File: config.mk
export PLATFORM = sky130hd
export DESIGN_NAME = lastc_top
export DESIGN_NICKNAME = d
export VERILOG_FILES = /design/src/core/lastc_pkg.sv /design/src/core/lastc_chan.sv /design/src/core/lastc_top.sv
export VERILOG_INCLUDE_DIRS = /design/src /design/src/core
export SDC_FILE = /design/constraint.sdc
export NUM_CORES = 2
export LEC_CHECK = 0
export BUFFER_PORTS_ARGS = -buffer_cell sky130_fd_sc_hd__buf_4
export CORE_MARGIN = 1
export CORE_UTILIZATION = 55
export CTS_CLUSTER_SIZE = 24
export DETAILED_ROUTE_END_ITERATION = 16
export PLACE_DENSITY = 0.69
export SYNTH_ARGS = -nofsm -noshare
export SYNTH_HDL_FRONTEND = slang
export SYNTH_SLANG_ARGS = --single-unit
File: constraint.sdc
create_clock -name core_clk_i -period 3.35 [get_ports core_clk_i]
set_clock_uncertainty 0.15 [all_clocks]
set_input_delay 0.8375 -clock core_clk_i [delete_from_list [all_inputs] [get_ports core_clk_i]]
set_output_delay 0.8375 -clock core_clk_i [all_outputs]
set_load 0.01 [all_outputs]
File: src/core/lastc_params.svh
// constants for the line alarm status and transmit control block
// assumes a 200 MHz core clock and twelve line channels
`ifndef LASTC_PARAMS_SVH
`define LASTC_PARAMS_SVH

// channel count
`define LASTC_NCH 12
// low nibble of the register index selects the register kind
`define LASTC_LO_ALARM 4'h3
`define LASTC_LO_TXCTL 4'h4
`define LASTC_LO_IRQ 4'h5
`define LASTC_LO_MASK 4'h6
`define LASTC_LO_MODE 4'h7
// alarm status field positions (also irq status and mask)
`define LASTC_ALM_DRV 0
`define LASTC_ALM_SIG 1
`define LASTC_ALM_LCK 2
// transmit control field positions
`define LASTC_TXC_LEV 0
`define LASTC_TXC_INV 1
`define LASTC_TXC_AOS 2
`define LASTC_TXC_PRBS 4
`define LASTC_TXC_MON 5
`define LASTC_TXC_WMASK 8'h37
`define LASTC_TXC_RST 8'h00
// mode register: bit 0 selects e3 operation
`define LASTC_MODE_E3 0
// lock loss: reference edges per window and 0.5 percent of it
`define LASTC_LCK_WIN 11'h3E8
`define LASTC_LCK_TOL 11'h005
`define LASTC_LCK_LAST 10'h3E7
// digital signal loss: empty run, density window, density figure
`define LASTC_DLOS_DECL 8'hA0
`define LASTC_DLOS_WLAST 5'h1F
`define LASTC_DLOS_DENS 6'h0B
// drive monitor empty run
`define LASTC_DRV_DECL 8'h80
// positions of the pin inputs in the per-channel sync vector
`define LASTC_SY_REC 0
`define LASTC_SY_REF 1
`define LASTC_SY_TXC 2
`define LASTC_SY_RXP 3
`define LASTC_SY_RXN 4
`define LASTC_SY_TPP 5
`define LASTC_SY_TPN 6
`define LASTC_SY_MP 7
`define LASTC_SY_MN 8
`define LASTC_SY_ALOS 9
`define LASTC_SY_GLOS 10
`define LASTC_SY_W 11

`endif

File: src/core/lastc_pkg.sv
// types for the line alarm status and transmit control block
// assumes lastc_params.svh is on the include path
package lastc_pkg;
  // register kinds found by the address decoder
  typedef enum logic [2:0] {
    REG_NONE,
    REG_ALARM,
    REG_TXCTL,
    REG_IRQ,
    REG_MASK,
    REG_MODE
  } lastc_reg_t;
  // one register byte
  typedef logic [7:0] lastc_byte_t;
endpackage

File: src/core/lastc_chan.sv
// per-channel signal loss and drive monitor detectors
// assumes inputs already synchronised, bit enables are one-cycle pulses
`timescale 1ns/1ps
`default_nettype none
`include "lastc_params.svh"

module lastc_chan
  import lastc_pkg::*;
(
  input wire logic core_clk_i,
  input wire logic rst_n_i,
  input wire logic rx_bit_en_i,
  input wire logic rx_pulse_i,
  input wire logic tx_bit_en_i,
  input wire logic tx_pulse_i,
  input wire logic analog_los_i,
  input wire logic g775_los_i,
  input wire logic e3_mode_i,
  output logic signal_loss_o,
  output logic drive_monitor_alarm_o
);
  // digital loss state
  logic [7:0] zero_cnt_q, zero_cnt_d; // empty bit run
  logic [4:0] win_cnt_q, win_cnt_d; // density window position
  logic [5:0] ones_cnt_q, ones_cnt_d; // pulses in the window
  logic dlos_q, dlos_d; // digital detector verdict
  // drive monitor state
  logic [7:0] idle_cnt_q, idle_cnt_d; // bit periods without pulse
  logic drv_alm_q, drv_alm_d; // drive monitor verdict
  logic [5:0] ones_inc; // window count including this bit

  // next values of the digital loss detector and drive monitor
  always_comb begin
    zero_cnt_d = zero_cnt_q;
    win_cnt_d = win_cnt_q;
    ones_cnt_d = ones_cnt_q;
    dlos_d = dlos_q;
    idle_cnt_d = idle_cnt_q;
    drv_alm_d = drv_alm_q;
    ones_inc = ones_cnt_q + {5'h00, rx_pulse_i};
    if (rx_bit_en_i) begin
      if (rx_pulse_i) begin
        zero_cnt_d = 8'h00;
      end else if (zero_cnt_q != `LASTC_DLOS_DECL) begin
        zero_cnt_d = zero_cnt_q + 8'h01;
      end
      if (!rx_pulse_i && zero_cnt_q == `LASTC_DLOS_DECL - 8'h01) begin
        dlos_d = 1'b1;
      end
      win_cnt_d = win_cnt_q + 5'h01;
      ones_cnt_d = ones_inc;
      if (win_cnt_q == `LASTC_DLOS_WLAST) begin
        if (dlos_q && ones_inc >= `LASTC_DLOS_DENS) begin
          dlos_d = 1'b0;
        end
        ones_cnt_d = 6'h00;
      end
    end
    if (tx_bit_en_i) begin
      if (tx_pulse_i) begin
        idle_cnt_d = 8'h00;
        drv_alm_d = 1'b0;
      end else if (idle_cnt_q != `LASTC_DRV_DECL) begin
        idle_cnt_d = idle_cnt_q + 8'h01;
        if (idle_cnt_q == `LASTC_DRV_DECL - 8'h01) begin
          drv_alm_d = 1'b1;
        end
      end
    end
  end

  // detector registers
  always_ff @(posedge core_clk_i) begin
    if (!rst_n_i) begin
      zero_cnt_q <= 8'h00;
      win_cnt_q <= 5'h00;
      ones_cnt_q <= 6'h00;
      dlos_q <= 1'b0;
      idle_cnt_q <= 8'h00;
      drv_alm_q <= 1'b0;
    end else begin
      zero_cnt_q <= zero_cnt_d;
      win_cnt_q <= win_cnt_d;
      ones_cnt_q <= ones_cnt_d;
      dlos_q <= dlos_d;
      idle_cnt_q <= idle_cnt_d;
      drv_alm_q <= drv_alm_d;
    end
  end

  assign signal_loss_o = e3_mode_i ? g775_los_i : (dlos_q | analog_los_i);
  assign drive_monitor_alarm_o = drv_alm_q;
endmodule

`default_nettype wire

File: src/core/lastc_top.sv
// twelve-channel alarm status and transmit control register bank
// assumes a classic wishbone master on core_clk_i and asynchronous
// line pins, which are synchronised here before use
`timescale 1ns/1ps
`default_nettype none
`include "lastc_params.svh"

module lastc_top
  import lastc_pkg::*;
(
  input wire logic core_clk_i,
  input wire logic rst_n_i,
  // wishbone slave
  input wire logic wb_cyc_i,
  input wire logic wb_stb_i,
  input wire logic wb_we_i,
  input wire logic [9:0] wb_adr_i,
  input wire logic [3:0] wb_sel_i,
  input wire logic [31:0] wb_dat_i,
  output logic [31:0] wb_dat_o,
  output logic wb_ack_o,
  // line side pins, one bit per channel
  input wire logic [11:0] rec_clk_i,
  input wire logic [11:0] ref_clk_i,
  input wire logic [11:0] tx_clk_i,
  input wire logic [11:0] rx_pos_i,
  input wire logic [11:0] rx_neg_i,
  input wire logic [11:0] tx_pos_out_i,
  input wire logic [11:0] tx_neg_out_i,
  input wire logic [11:0] monitor_pos_in_i,
  input wire logic [11:0] monitor_neg_in_i,
  input wire logic [11:0] analog_los_i,
  input wire logic [11:0] g775_los_i,
  // transmit controls per channel
  output logic [11:0] tx_all_ones_o,
  output logic [11:0] tx_clock_invert_o,
  output logic [11:0] tx_line_level_o,
  output logic [11:0] prbs_err_insert_o,
  // interrupt
  output logic irq_o
);
  localparam int NCH = `LASTC_NCH;

  // map the upper address nibble to a channel number
  function automatic logic [3:0] chan_of(input logic [3:0] code);
    chan_of = (code < 4'h6) ? code : code - 4'h2;
  endfunction

  // upper nibble codes 0-5 and 8-d are channels
  function automatic logic chan_ok(input logic [3:0] code);
    chan_ok = (code < 4'h6) || (code >= 4'h8 && code <= 4'hD);
  endfunction

  // pin synchroniser stages and edge history
  logic [11:0][10:0] raw; // pins gathered per channel
  logic [11:0][10:0] sy1_q; // first stage, read only by sy2
  logic [11:0][10:0] sy2_q; // second stage, safe to use
  logic [11:0][2:0] clk_prev_q; // last rec, ref, tx clock levels
  logic [11:0] rec_rise, ref_rise, tx_rise;
  logic [11:0] rx_pulse, tx_pulse;

  // lock loss counters
  logic [11:0][9:0] ref_cnt_q, ref_cnt_d; // reference edges
  logic [11:0][10:0] rec_cnt_q, rec_cnt_d; // recovered edges
  logic [11:0] lck_q, lck_d; // lock loss verdict

  // detector outputs and register state
  logic [11:0] sig_w, drv_w; // signal loss and drive alarm per channel
  logic [11:0][2:0] alarm_q, alarm_d; // live alarm status
  logic [11:0][2:0] irq_q, irq_d; // sticky alarm rises
  logic [11:0][2:0] mask_q, mask_d; // interrupt enables
  logic [11:0][7:0] txc_q, txc_d; // transmit control
  logic [11:0] mode_q, mode_d; // e3 selection
  logic [11:0] ins_prev_q; // last insert-error bit
  logic [11:0] ins_pulse_q, ins_pulse_d;

  // bus state
  logic ack_q, ack_d;
  logic [31:0] dat_q, dat_d;
  logic req; // new request seen this cycle
  lastc_reg_t kind; // decoded register kind
  logic [3:0] ch; // decoded channel

  // gather pins into one vector per channel
  always_comb begin
    for (int i = 0; i < NCH; i++) begin
      raw[i] = '0;
      raw[i][`LASTC_SY_REC] = rec_clk_i[i];
      raw[i][`LASTC_SY_REF] = ref_clk_i[i];
      raw[i][`LASTC_SY_TXC] = tx_clk_i[i];
      raw[i][`LASTC_SY_RXP] = rx_pos_i[i];
      raw[i][`LASTC_SY_RXN] = rx_neg_i[i];
      raw[i][`LASTC_SY_TPP] = tx_pos_out_i[i];
      raw[i][`LASTC_SY_TPN] = tx_neg_out_i[i];
      raw[i][`LASTC_SY_MP] = monitor_pos_in_i[i];
      raw[i][`LASTC_SY_MN] = monitor_neg_in_i[i];
      raw[i][`LASTC_SY_ALOS] = analog_los_i[i];
      raw[i][`LASTC_SY_GLOS] = g775_los_i[i];
    end
  end

  // two-flop synchronisers plus clock edge history
  always_ff @(posedge core_clk_i) begin
    if (!rst_n_i) begin
      sy1_q <= '0;
      sy2_q <= '0;
      clk_prev_q <= '0;
    end else begin
      sy1_q <= raw;
      sy2_q <= sy1_q;
      for (int i = 0; i < NCH; i++) begin
        clk_prev_q[i] <= sy2_q[i][2:0];
      end
    end
  end

  // edges and pulse observations from synchronised pins
  always_comb begin
    for (int i = 0; i < NCH; i++) begin
      rec_rise[i] = sy2_q[i][`LASTC_SY_REC] & ~clk_prev_q[i][0];
      ref_rise[i] = sy2_q[i][`LASTC_SY_REF] & ~clk_prev_q[i][1];
      tx_rise[i] = sy2_q[i][`LASTC_SY_TXC] & ~clk_prev_q[i][2];
      rx_pulse[i] = sy2_q[i][`LASTC_SY_RXP] | sy2_q[i][`LASTC_SY_RXN];
      if (txc_q[i][`LASTC_TXC_MON]) begin
        tx_pulse[i] = sy2_q[i][`LASTC_SY_TPP] | sy2_q[i][`LASTC_SY_TPN];
      end else begin
        tx_pulse[i] = sy2_q[i][`LASTC_SY_MP] | sy2_q[i][`LASTC_SY_MN];
      end
    end
  end

  // lock loss: count recovered edges over a window of reference edges
  always_comb begin
    ref_cnt_d = ref_cnt_q;
    rec_cnt_d = rec_cnt_q;
    lck_d = lck_q;
    for (int i = 0; i < NCH; i++) begin
      // saturating recovered edge count
      if (rec_rise[i] && rec_cnt_q[i] != 11'h7FF) begin
        rec_cnt_d[i] = rec_cnt_q[i] + 11'h001;
      end
      if (ref_rise[i]) begin
        if (ref_cnt_q[i] == `LASTC_LCK_LAST) begin
          lck_d[i] = (rec_cnt_q[i] >= `LASTC_LCK_WIN + `LASTC_LCK_TOL) ||
                     (rec_cnt_q[i] <= `LASTC_LCK_WIN - `LASTC_LCK_TOL);
          ref_cnt_d[i] = 10'h000;
          rec_cnt_d[i] = {10'h000, rec_rise[i]};
        end else begin
          ref_cnt_d[i] = ref_cnt_q[i] + 10'h001;
        end
      end
    end
  end

  // lock loss registers
  always_ff @(posedge core_clk_i) begin
    if (!rst_n_i) begin
      ref_cnt_q <= '0;
      rec_cnt_q <= '0;
      lck_q <= '0;
    end else begin
      ref_cnt_q <= ref_cnt_d;
      rec_cnt_q <= rec_cnt_d;
      lck_q <= lck_d;
    end
  end

  // one detector pair per channel
  for (genvar g = 0; g < NCH; g++) begin : g_ch
    lastc_chan u_chan (
      .core_clk_i(core_clk_i),
      .rst_n_i(rst_n_i),
      .rx_bit_en_i(rec_rise[g]),
      .rx_pulse_i(rx_pulse[g]),
      .tx_bit_en_i(tx_rise[g]),
      .tx_pulse_i(tx_pulse[g]),
      .analog_los_i(sy2_q[g][`LASTC_SY_ALOS]),
      .g775_los_i(sy2_q[g][`LASTC_SY_GLOS]),
      .e3_mode_i(mode_q[g]),
      .signal_loss_o(sig_w[g]),
      .drive_monitor_alarm_o(drv_w[g])
    );
  end

  // address decode: index is the byte address over four
  always_comb begin
    ch = chan_of(wb_adr_i[9:6]);
    kind = REG_NONE;
    if (chan_ok(wb_adr_i[9:6])) begin
      case (wb_adr_i[5:2])
        `LASTC_LO_ALARM: kind = REG_ALARM;
        `LASTC_LO_TXCTL: kind = REG_TXCTL;
        `LASTC_LO_IRQ: kind = REG_IRQ;
        `LASTC_LO_MASK: kind = REG_MASK;
        `LASTC_LO_MODE: kind = REG_MODE;
        default: kind = REG_NONE;
      endcase
    end
  end

  assign req = wb_cyc_i & wb_stb_i & ~ack_q;

  // register file next values
  always_comb begin
    ack_d = req;
    // read data stands only in the ack cycle, zero otherwise
    dat_d = 32'h0000_0000;
    for (int i = 0; i < NCH; i++) begin
      alarm_d[i][`LASTC_ALM_DRV] = drv_w[i];
      alarm_d[i][`LASTC_ALM_SIG] = sig_w[i];
      alarm_d[i][`LASTC_ALM_LCK] = lck_q[i];
    end
    irq_d = irq_q;
    mask_d = mask_q;
    txc_d = txc_q;
    mode_d = mode_q;
    // read data, unmapped reads return zero
    if (req && !wb_we_i) begin
      case (kind)
        REG_ALARM: dat_d = {29'h0000_0000, alarm_q[ch]};
        REG_TXCTL: dat_d = {24'h00_0000, txc_q[ch]};
        REG_IRQ: dat_d = {29'h0000_0000, irq_q[ch]};
        REG_MASK: dat_d = {29'h0000_0000, mask_q[ch]};
        REG_MODE: dat_d = {31'h0000_0000, mode_q[ch]};
        default: dat_d = 32'h0000_0000;
      endcase
      // reading the sticky register clears it
      if (kind == REG_IRQ) begin
        irq_d[ch] = 3'h0;
      end
    end
    // writes; status ignores them
    if (req && wb_we_i && wb_sel_i[0]) begin
      case (kind)
        REG_TXCTL: txc_d[ch] = wb_dat_i[7:0] & `LASTC_TXC_WMASK;
        REG_MASK: mask_d[ch] = wb_dat_i[2:0];
        REG_MODE: mode_d[ch] = wb_dat_i[`LASTC_MODE_E3];
        default: mode_d = mode_q;
      endcase
    end
    // new alarm rises set sticky bits, winning over a read clear
    for (int i = 0; i < NCH; i++) begin
      irq_d[i] = irq_d[i] | (alarm_d[i] & ~alarm_q[i]);
    end
    for (int i = 0; i < NCH; i++) begin
      ins_pulse_d[i] = txc_q[i][`LASTC_TXC_PRBS] & ~ins_prev_q[i];
    end
  end

  // register file flops
  always_ff @(posedge core_clk_i) begin
    if (!rst_n_i) begin
      ack_q <= 1'b0;
      dat_q <= 32'h0000_0000;
      alarm_q <= '0;
      irq_q <= '0;
      mask_q <= '0;
      txc_q <= {NCH{`LASTC_TXC_RST}};
      mode_q <= '0;
      ins_prev_q <= '0;
      ins_pulse_q <= '0;
    end else begin
      ack_q <= ack_d;
      dat_q <= dat_d;
      alarm_q <= alarm_d;
      irq_q <= irq_d;
      mask_q <= mask_d;
      txc_q <= txc_d;
      mode_q <= mode_d;
      for (int i = 0; i < NCH; i++) begin
        ins_prev_q[i] <= txc_q[i][`LASTC_TXC_PRBS];
      end
      ins_pulse_q <= ins_pulse_d;
    end
  end

  // outputs, all from flops except the interrupt reduction
  assign wb_ack_o = ack_q;
  assign wb_dat_o = dat_q;
  assign prbs_err_insert_o = ins_pulse_q;
  always_comb begin
    irq_o = 1'b0;
    for (int i = 0; i < NCH; i++) begin
      tx_all_ones_o[i] = txc_q[i][`LASTC_TXC_AOS];
      tx_clock_invert_o[i] = txc_q[i][`LASTC_TXC_INV];
      tx_line_level_o[i] = txc_q[i][`LASTC_TXC_LEV];
      irq_o = irq_o | (|(irq_q[i] & mask_q[i]));
    end
  end
endmodule

`default_nettype wire

==> impl_summary.md <==
STA
The summed negative setup slack over all endpoints is 0 ps. The post-route minimum period is 3242 ps. Dividing the final minimum period by the clock period gives 96.77%. The worst pin sits at a relative slew slack of 14.99%.

The final count of hold timing violations came to 0. The achievable clock frequency is 308.5 MHz. The minimum setup slack in the final design is 108.1 ps. For the pin with the worst max-slew slack, the measured transition is 1267 ps. Setup violations remaining at the end of the flow were counted as 0. The final-report max-slew violation count is 0.

Setup repair after global routing left no endpoint under its margin.

Yosys
In this run, synthesis inferred 0 flip-flops with an integrated enable. The share of flip-flops with an asynchronous set or reset after synthesis is 0%. After technology mapping, the gate count stands at 5,213. The combined area of all synthesized cells is 47,600 µm². The count of state elements after synthesis is 1,122. After synthesis, the share of cell area in mux cells is 3.036%.

By area the synthesized netlist is led by sky130_fd_sc_hd__dfxtp_1 (47%), sky130_fd_sc_hd__and2_1 (5.2%), sky130_fd_sc_hd__nor2_1 (4.5%). In this run, distinct cell masters in the synthesized netlist total 75. The post-synthesis xor/xnor area fraction is 7.359%.

Summing the areas of all and, or, nand and nor instances in the mapped netlist gives 25.63% of the synthesized area. After synthesis, the largest family of logic cells by area is simple AND/OR/NAND/NOR gates. The fraction of post-synthesis cell area in the top cell type by area is 47.18%. Summing the areas of all compound-gate instances in the mapped netlist gives 9.459% of the synthesized area. Of the total synthesized cell area, the portion taken by full adders, half adders and majority gates is 3.522%. The synthesized design spends more area on one cell type than any other, namely sky130_fd_sc_hd__dfxtp_1. For this run, the number of Yosys warnings is 0. For this run, the register share of the synthesized area comes to 47.18%. The average instance in the mapped netlist occupies 9.132 µm². The most used flip-flop cell after synthesis is sky130_fd_sc_hd__dfxtp_1.

Worst setup path
Data on the critical path arrives at its endpoint at 2250 ps. The worst setup path is captured at an output port. The kind of start point of the critical path is a register. The signal on the critical path passes through a22o_1 > a221oi_1 > nand4_1 > nor3_2 > nand4_1 > buf_4. Of all nets on the critical path, the largest fanout is 4. The critical path in this run is classified as register to output port. The largest individual stage delay along the critical path comes from the cell sky130_fd_sc_hd__dfxtp_1. On the worst path, the slowest cell contributes a delay of 390 ps. The library cell appearing most often on the critical path is sky130_fd_sc_hd__nand4_1. For the worst setup path, the data required time is 2360 ps. The setup slack on the worst flop-to-flop path is 870 ps.

Global routing
For this run the aggregate overflow at the end of global routing stands at 0. The pin count of the biggest net entering global routing is 79. The wire length of the first global-routing pass is 164.9 mm. The via count of the first global-routing pass is 32,520. The total global routing track utilization is 22.84%.

The initial antenna violation count was 3.

Floorplan
The number of cell rows is 107. The total I/O pin count is 265. The area enclosed by the die boundary is 87,730 µm². After floorplanning, the core was sized to cover 85,410 µm². The floorplan step set the die height to 296.2 µm.

The die boundary width is 296.2 µm. The initial utilization of the core area, before any placement, comes to 55.73%.

Clock network
The number of clock buffers added by TritonCTS is 114. The number of buffers on the longest clock path is 3. The CTS tree is built. The number of clock sinks is 1,122. The clock reaches the later pin of the worst-skew pair after 700 ps. In this run the post-CTS setup repair buffer count came out at 0. The H-tree depth is 3. Clock-pin slew was measured on the worst setup and hold paths at 60 ps. The root buffer cell chosen for the clock tree is sky130_fd_sc_hd__clkbuf_16. In this run, post-CTS hold repair placed 0 buffers.

Route
The routed via count divided by cell count is 5.363. The detailed-route via count is 35,610. The count of unresolved DRC violations after routing is 0. The number of search-and-repair iterations in the first detailed-routing pass is 7. The starting DRC count in detailed routing is 2,010.

The post-detailed-routing wire length is 101.4 mm. In the final routed layout, each cell accounts on average for 15.26 µm. The post-detailed-route count of antenna-violating nets is 0.

Run
Max-cap violations in this run came to 0.

Placed design
Timing analysis after detailed placement gives a worst setup slack of 27.13 ps. The congestion estimate from routability-driven global placement came to 0.9419. The number of buffers inserted by port buffering is 205.

Detailed placement ended at an HPWL of 70.35 mm.

Power
The worst IR drop on VDD is 0.4403 mV. For this design the static power due to leakage is 21.04 nW. The power per cell area is 526.4 nW/µm².

Final layout
The area growth from synthesis to layout is 14.31%. The layout has 7,230 filler cells. The ratio of cells with drive above 1 in the final layout is 10.70%.

The post-layout net count is 5,712. 0 antenna diodes ended up in the layout.

Run status
The flow ran to the end, and the final reports show no timing, DRC or antenna violations.

Min path
The path category of the worst min-delay check is input pin to register.
worst max-delay path, delay by kind of cell, from the launching register on:
kind / cells / cell delay (ps)
buffers and inverters: 1 / 220
AND/OR/NAND/NOR: 3 / 530
flip-flops: 1 / 390
AO/OA/AOI/OAI: 2 / 410
path summary, 6_finish.rpt:
path | start | endpoint | cells after the start
hold / removal | monitor_neg_in_i[7] | sy1_q[85] | 2
setup reg to reg | sy2_q[23] | rec_cnt_q[30] | 5
setup / recovery | irq_q[14] | irq_o | 6
hold reg to reg | ins_prev_q[0] | prbs_err_insert_o[0] | 1
cells in the final DEF (no fill, tap or decap), types with 16 or more instances in the layout:
master                      synthesis  final
sky130_fd_sc_hd__and2_1           395    395
sky130_fd_sc_hd__and4_1            25     25
sky130_fd_sc_hd__nand2b_1          33     33
sky130_fd_sc_hd__nor4b_1           17     17
sky130_fd_sc_hd__xnor2_1          173    173
sky130_fd_sc_hd__ha_1             134    134
sky130_fd_sc_hd__a31oi_1           35     35
sky130_fd_sc_hd__xor2_1           227    227
sky130_fd_sc_hd__nor2b_1          147    147
sky130_fd_sc_hd__o311a_1           17     17
sky130_fd_sc_hd__nand2_1          476    476
sky130_fd_sc_hd__clkbuf_1         181     16
sky130_fd_sc_hd__and3_1           109    109
sky130_fd_sc_hd__dfxtp_1         1122   1122
sky130_fd_sc_hd__a21boi_0         172    172
sky130_fd_sc_hd__o211ai_1          17     17
sky130_fd_sc_hd__conb_1             1     27
sky130_fd_sc_hd__buf_4             66    295
sky130_fd_sc_hd__a22oi_1           30     30
sky130_fd_sc_hd__clkbuf_16          0    115
sky130_fd_sc_hd__or3_1             45     45
sky130_fd_sc_hd__inv_1            132    132
sky130_fd_sc_hd__a21oi_1          131    131
sky130_fd_sc_hd__bufinv_16          0     20
sky130_fd_sc_hd__nor4_1            19     18
sky130_fd_sc_hd__or2_2             21     21
sky130_fd_sc_hd__nor3_1           106    105
sky130_fd_sc_hd__nor2_1           574    573
sky130_fd_sc_hd__clkbuf_8           0     20
sky130_fd_sc_hd__nand4_1          191    191
sky130_fd_sc_hd__mux2i_1           48     48
sky130_fd_sc_hd__mux4_2            32     32
sky130_fd_sc_hd__o21ai_0          157    157
sky130_fd_sc_hd__nand3_1          153    153
sky130_fd_sc_hd__clkinv_2           0     26
sky130_fd_sc_hd__nand3b_1          28     28
power by group:
part	internal, mW	switching (mW)	total (mW)
Sequential	13.6	0.129	13.7
Combinational	0.524	0.684	1.21
Clock	8.32	5.41	13.7
sequential cells by signal, summed over array words and instances, names as in the netlist, 60 cells and up:
name	flops
rec_cnt_q	132
sy1_q	132
sy2_q	132
ref_cnt_q	120
g_ch.u_chan.idle_cnt_q	96
g_ch.u_chan.zero_cnt_q	96
g_ch.u_chan.ones_cnt_q	72
g_ch.u_chan.win_cnt_q	60
what timing repair did:
item,CTS,global route
endpoints found under the setup margin,1,1
gates resized for setup,1,1
pin swaps,3,1
cloned,0,0
layer usage:
| metal | GRT usage (%) | wire length, µm | vias to the layer above |
|---|---|---|---|
| li1 | - | - | 18070 |
| met1 | 31.29 | 47490 | 16680 |
| met2 | 37.05 | 46540 | 689 |
| met3 | 3.485 | 4700 | 171 |
| met4 | 6.890 | 2609 | 2 |
| met5 | 0 | 15 | - |
cells in the mapped netlist, types with 17 or more instances:
cell type and count:
sky130_fd_sc_hd__nand3b_1 28, sky130_fd_sc_hd__a31oi_1 35, sky130_fd_sc_hd__nand3_1 153, sky130_fd_sc_hd__ha_1 134, sky130_fd_sc_hd__mux4_2 32, sky130_fd_sc_hd__buf_4 66
sky130_fd_sc_hd__nand2b_1 33, sky130_fd_sc_hd__and3_1 109, sky130_fd_sc_hd__nor3_1 106, sky130_fd_sc_hd__nor4_1 19, sky130_fd_sc_hd__o21ai_0 157, sky130_fd_sc_hd__and4_1 25
sky130_fd_sc_hd__nor4b_1 17, sky130_fd_sc_hd__clkbuf_1 181, sky130_fd_sc_hd__xnor2_1 173, sky130_fd_sc_hd__nand4_1 191, sky130_fd_sc_hd__o211ai_1 17, sky130_fd_sc_hd__o311a_1 17
sky130_fd_sc_hd__a21oi_1 131, sky130_fd_sc_hd__xor2_1 227, sky130_fd_sc_hd__and2_1 395, sky130_fd_sc_hd__nand2_1 476, sky130_fd_sc_hd__or2_2 21, sky130_fd_sc_hd__or3_1 45
sky130_fd_sc_hd__nor2_1 574, sky130_fd_sc_hd__inv_1 132, sky130_fd_sc_hd__a21boi_0 172, sky130_fd_sc_hd__dfxtp_1 1122, sky130_fd_sc_hd__mux2i_1 48, sky130_fd_sc_hd__a22oi_1 30
sky130_fd_sc_hd__nor2b_1 147
through the flow:
| step | util [%] | power, mW | cells | hold slack, ps | area (µm²) |
|---|---|---|---|---|---|
| after CTS | 63.70 | 28.98 | 6640 | 145.2 | 54410 |
| after detailed placement | 58.82 | 15.21 | 6423 | 221.9 | 50240 |
| final | 63.71 | 28.65 | 6640 | 197.4 | 54420 |
| after global routing | 63.71 | 29.66 | 6640 | 161.1 | 54420 |
| after floorplan | - | 14.75 | 5239 | 217.4 | 47700 |
| after global placement | 58.82 | 15.19 | 6423 | 222.5 | 50240 |
cells by family (layout without fill, tap and decap cells):
logic type,after synthesis,in the layout
adders and majority gates,134,134
muxes,91,91
xor gates and xnor gates,400,400
buffers and inverters,398,655
other,1,27
and+or+nand+nor,2383,2383
AOI/OAI and AO/OA,684,684
DFF,1122,1122
layout make-up:
type | instances | area [µm²] | area share (%)
Clock buffer | 151 | 3213 | 5.905
Clock inverter | 66 | 948.4 | 1.743
Inverter | 133 | 499.2 | 0.9174
Multi-Input combinational cell | 3719 | 23450 | 43.10
Sequential cell | 1122 | 22460 | 41.28
Tap cell | 1144 | 1431 | 2.630
Timing Repair Buffer | 305 | 2410 | 4.429
No activity file was read; power rests on OpenSTA's default activity.
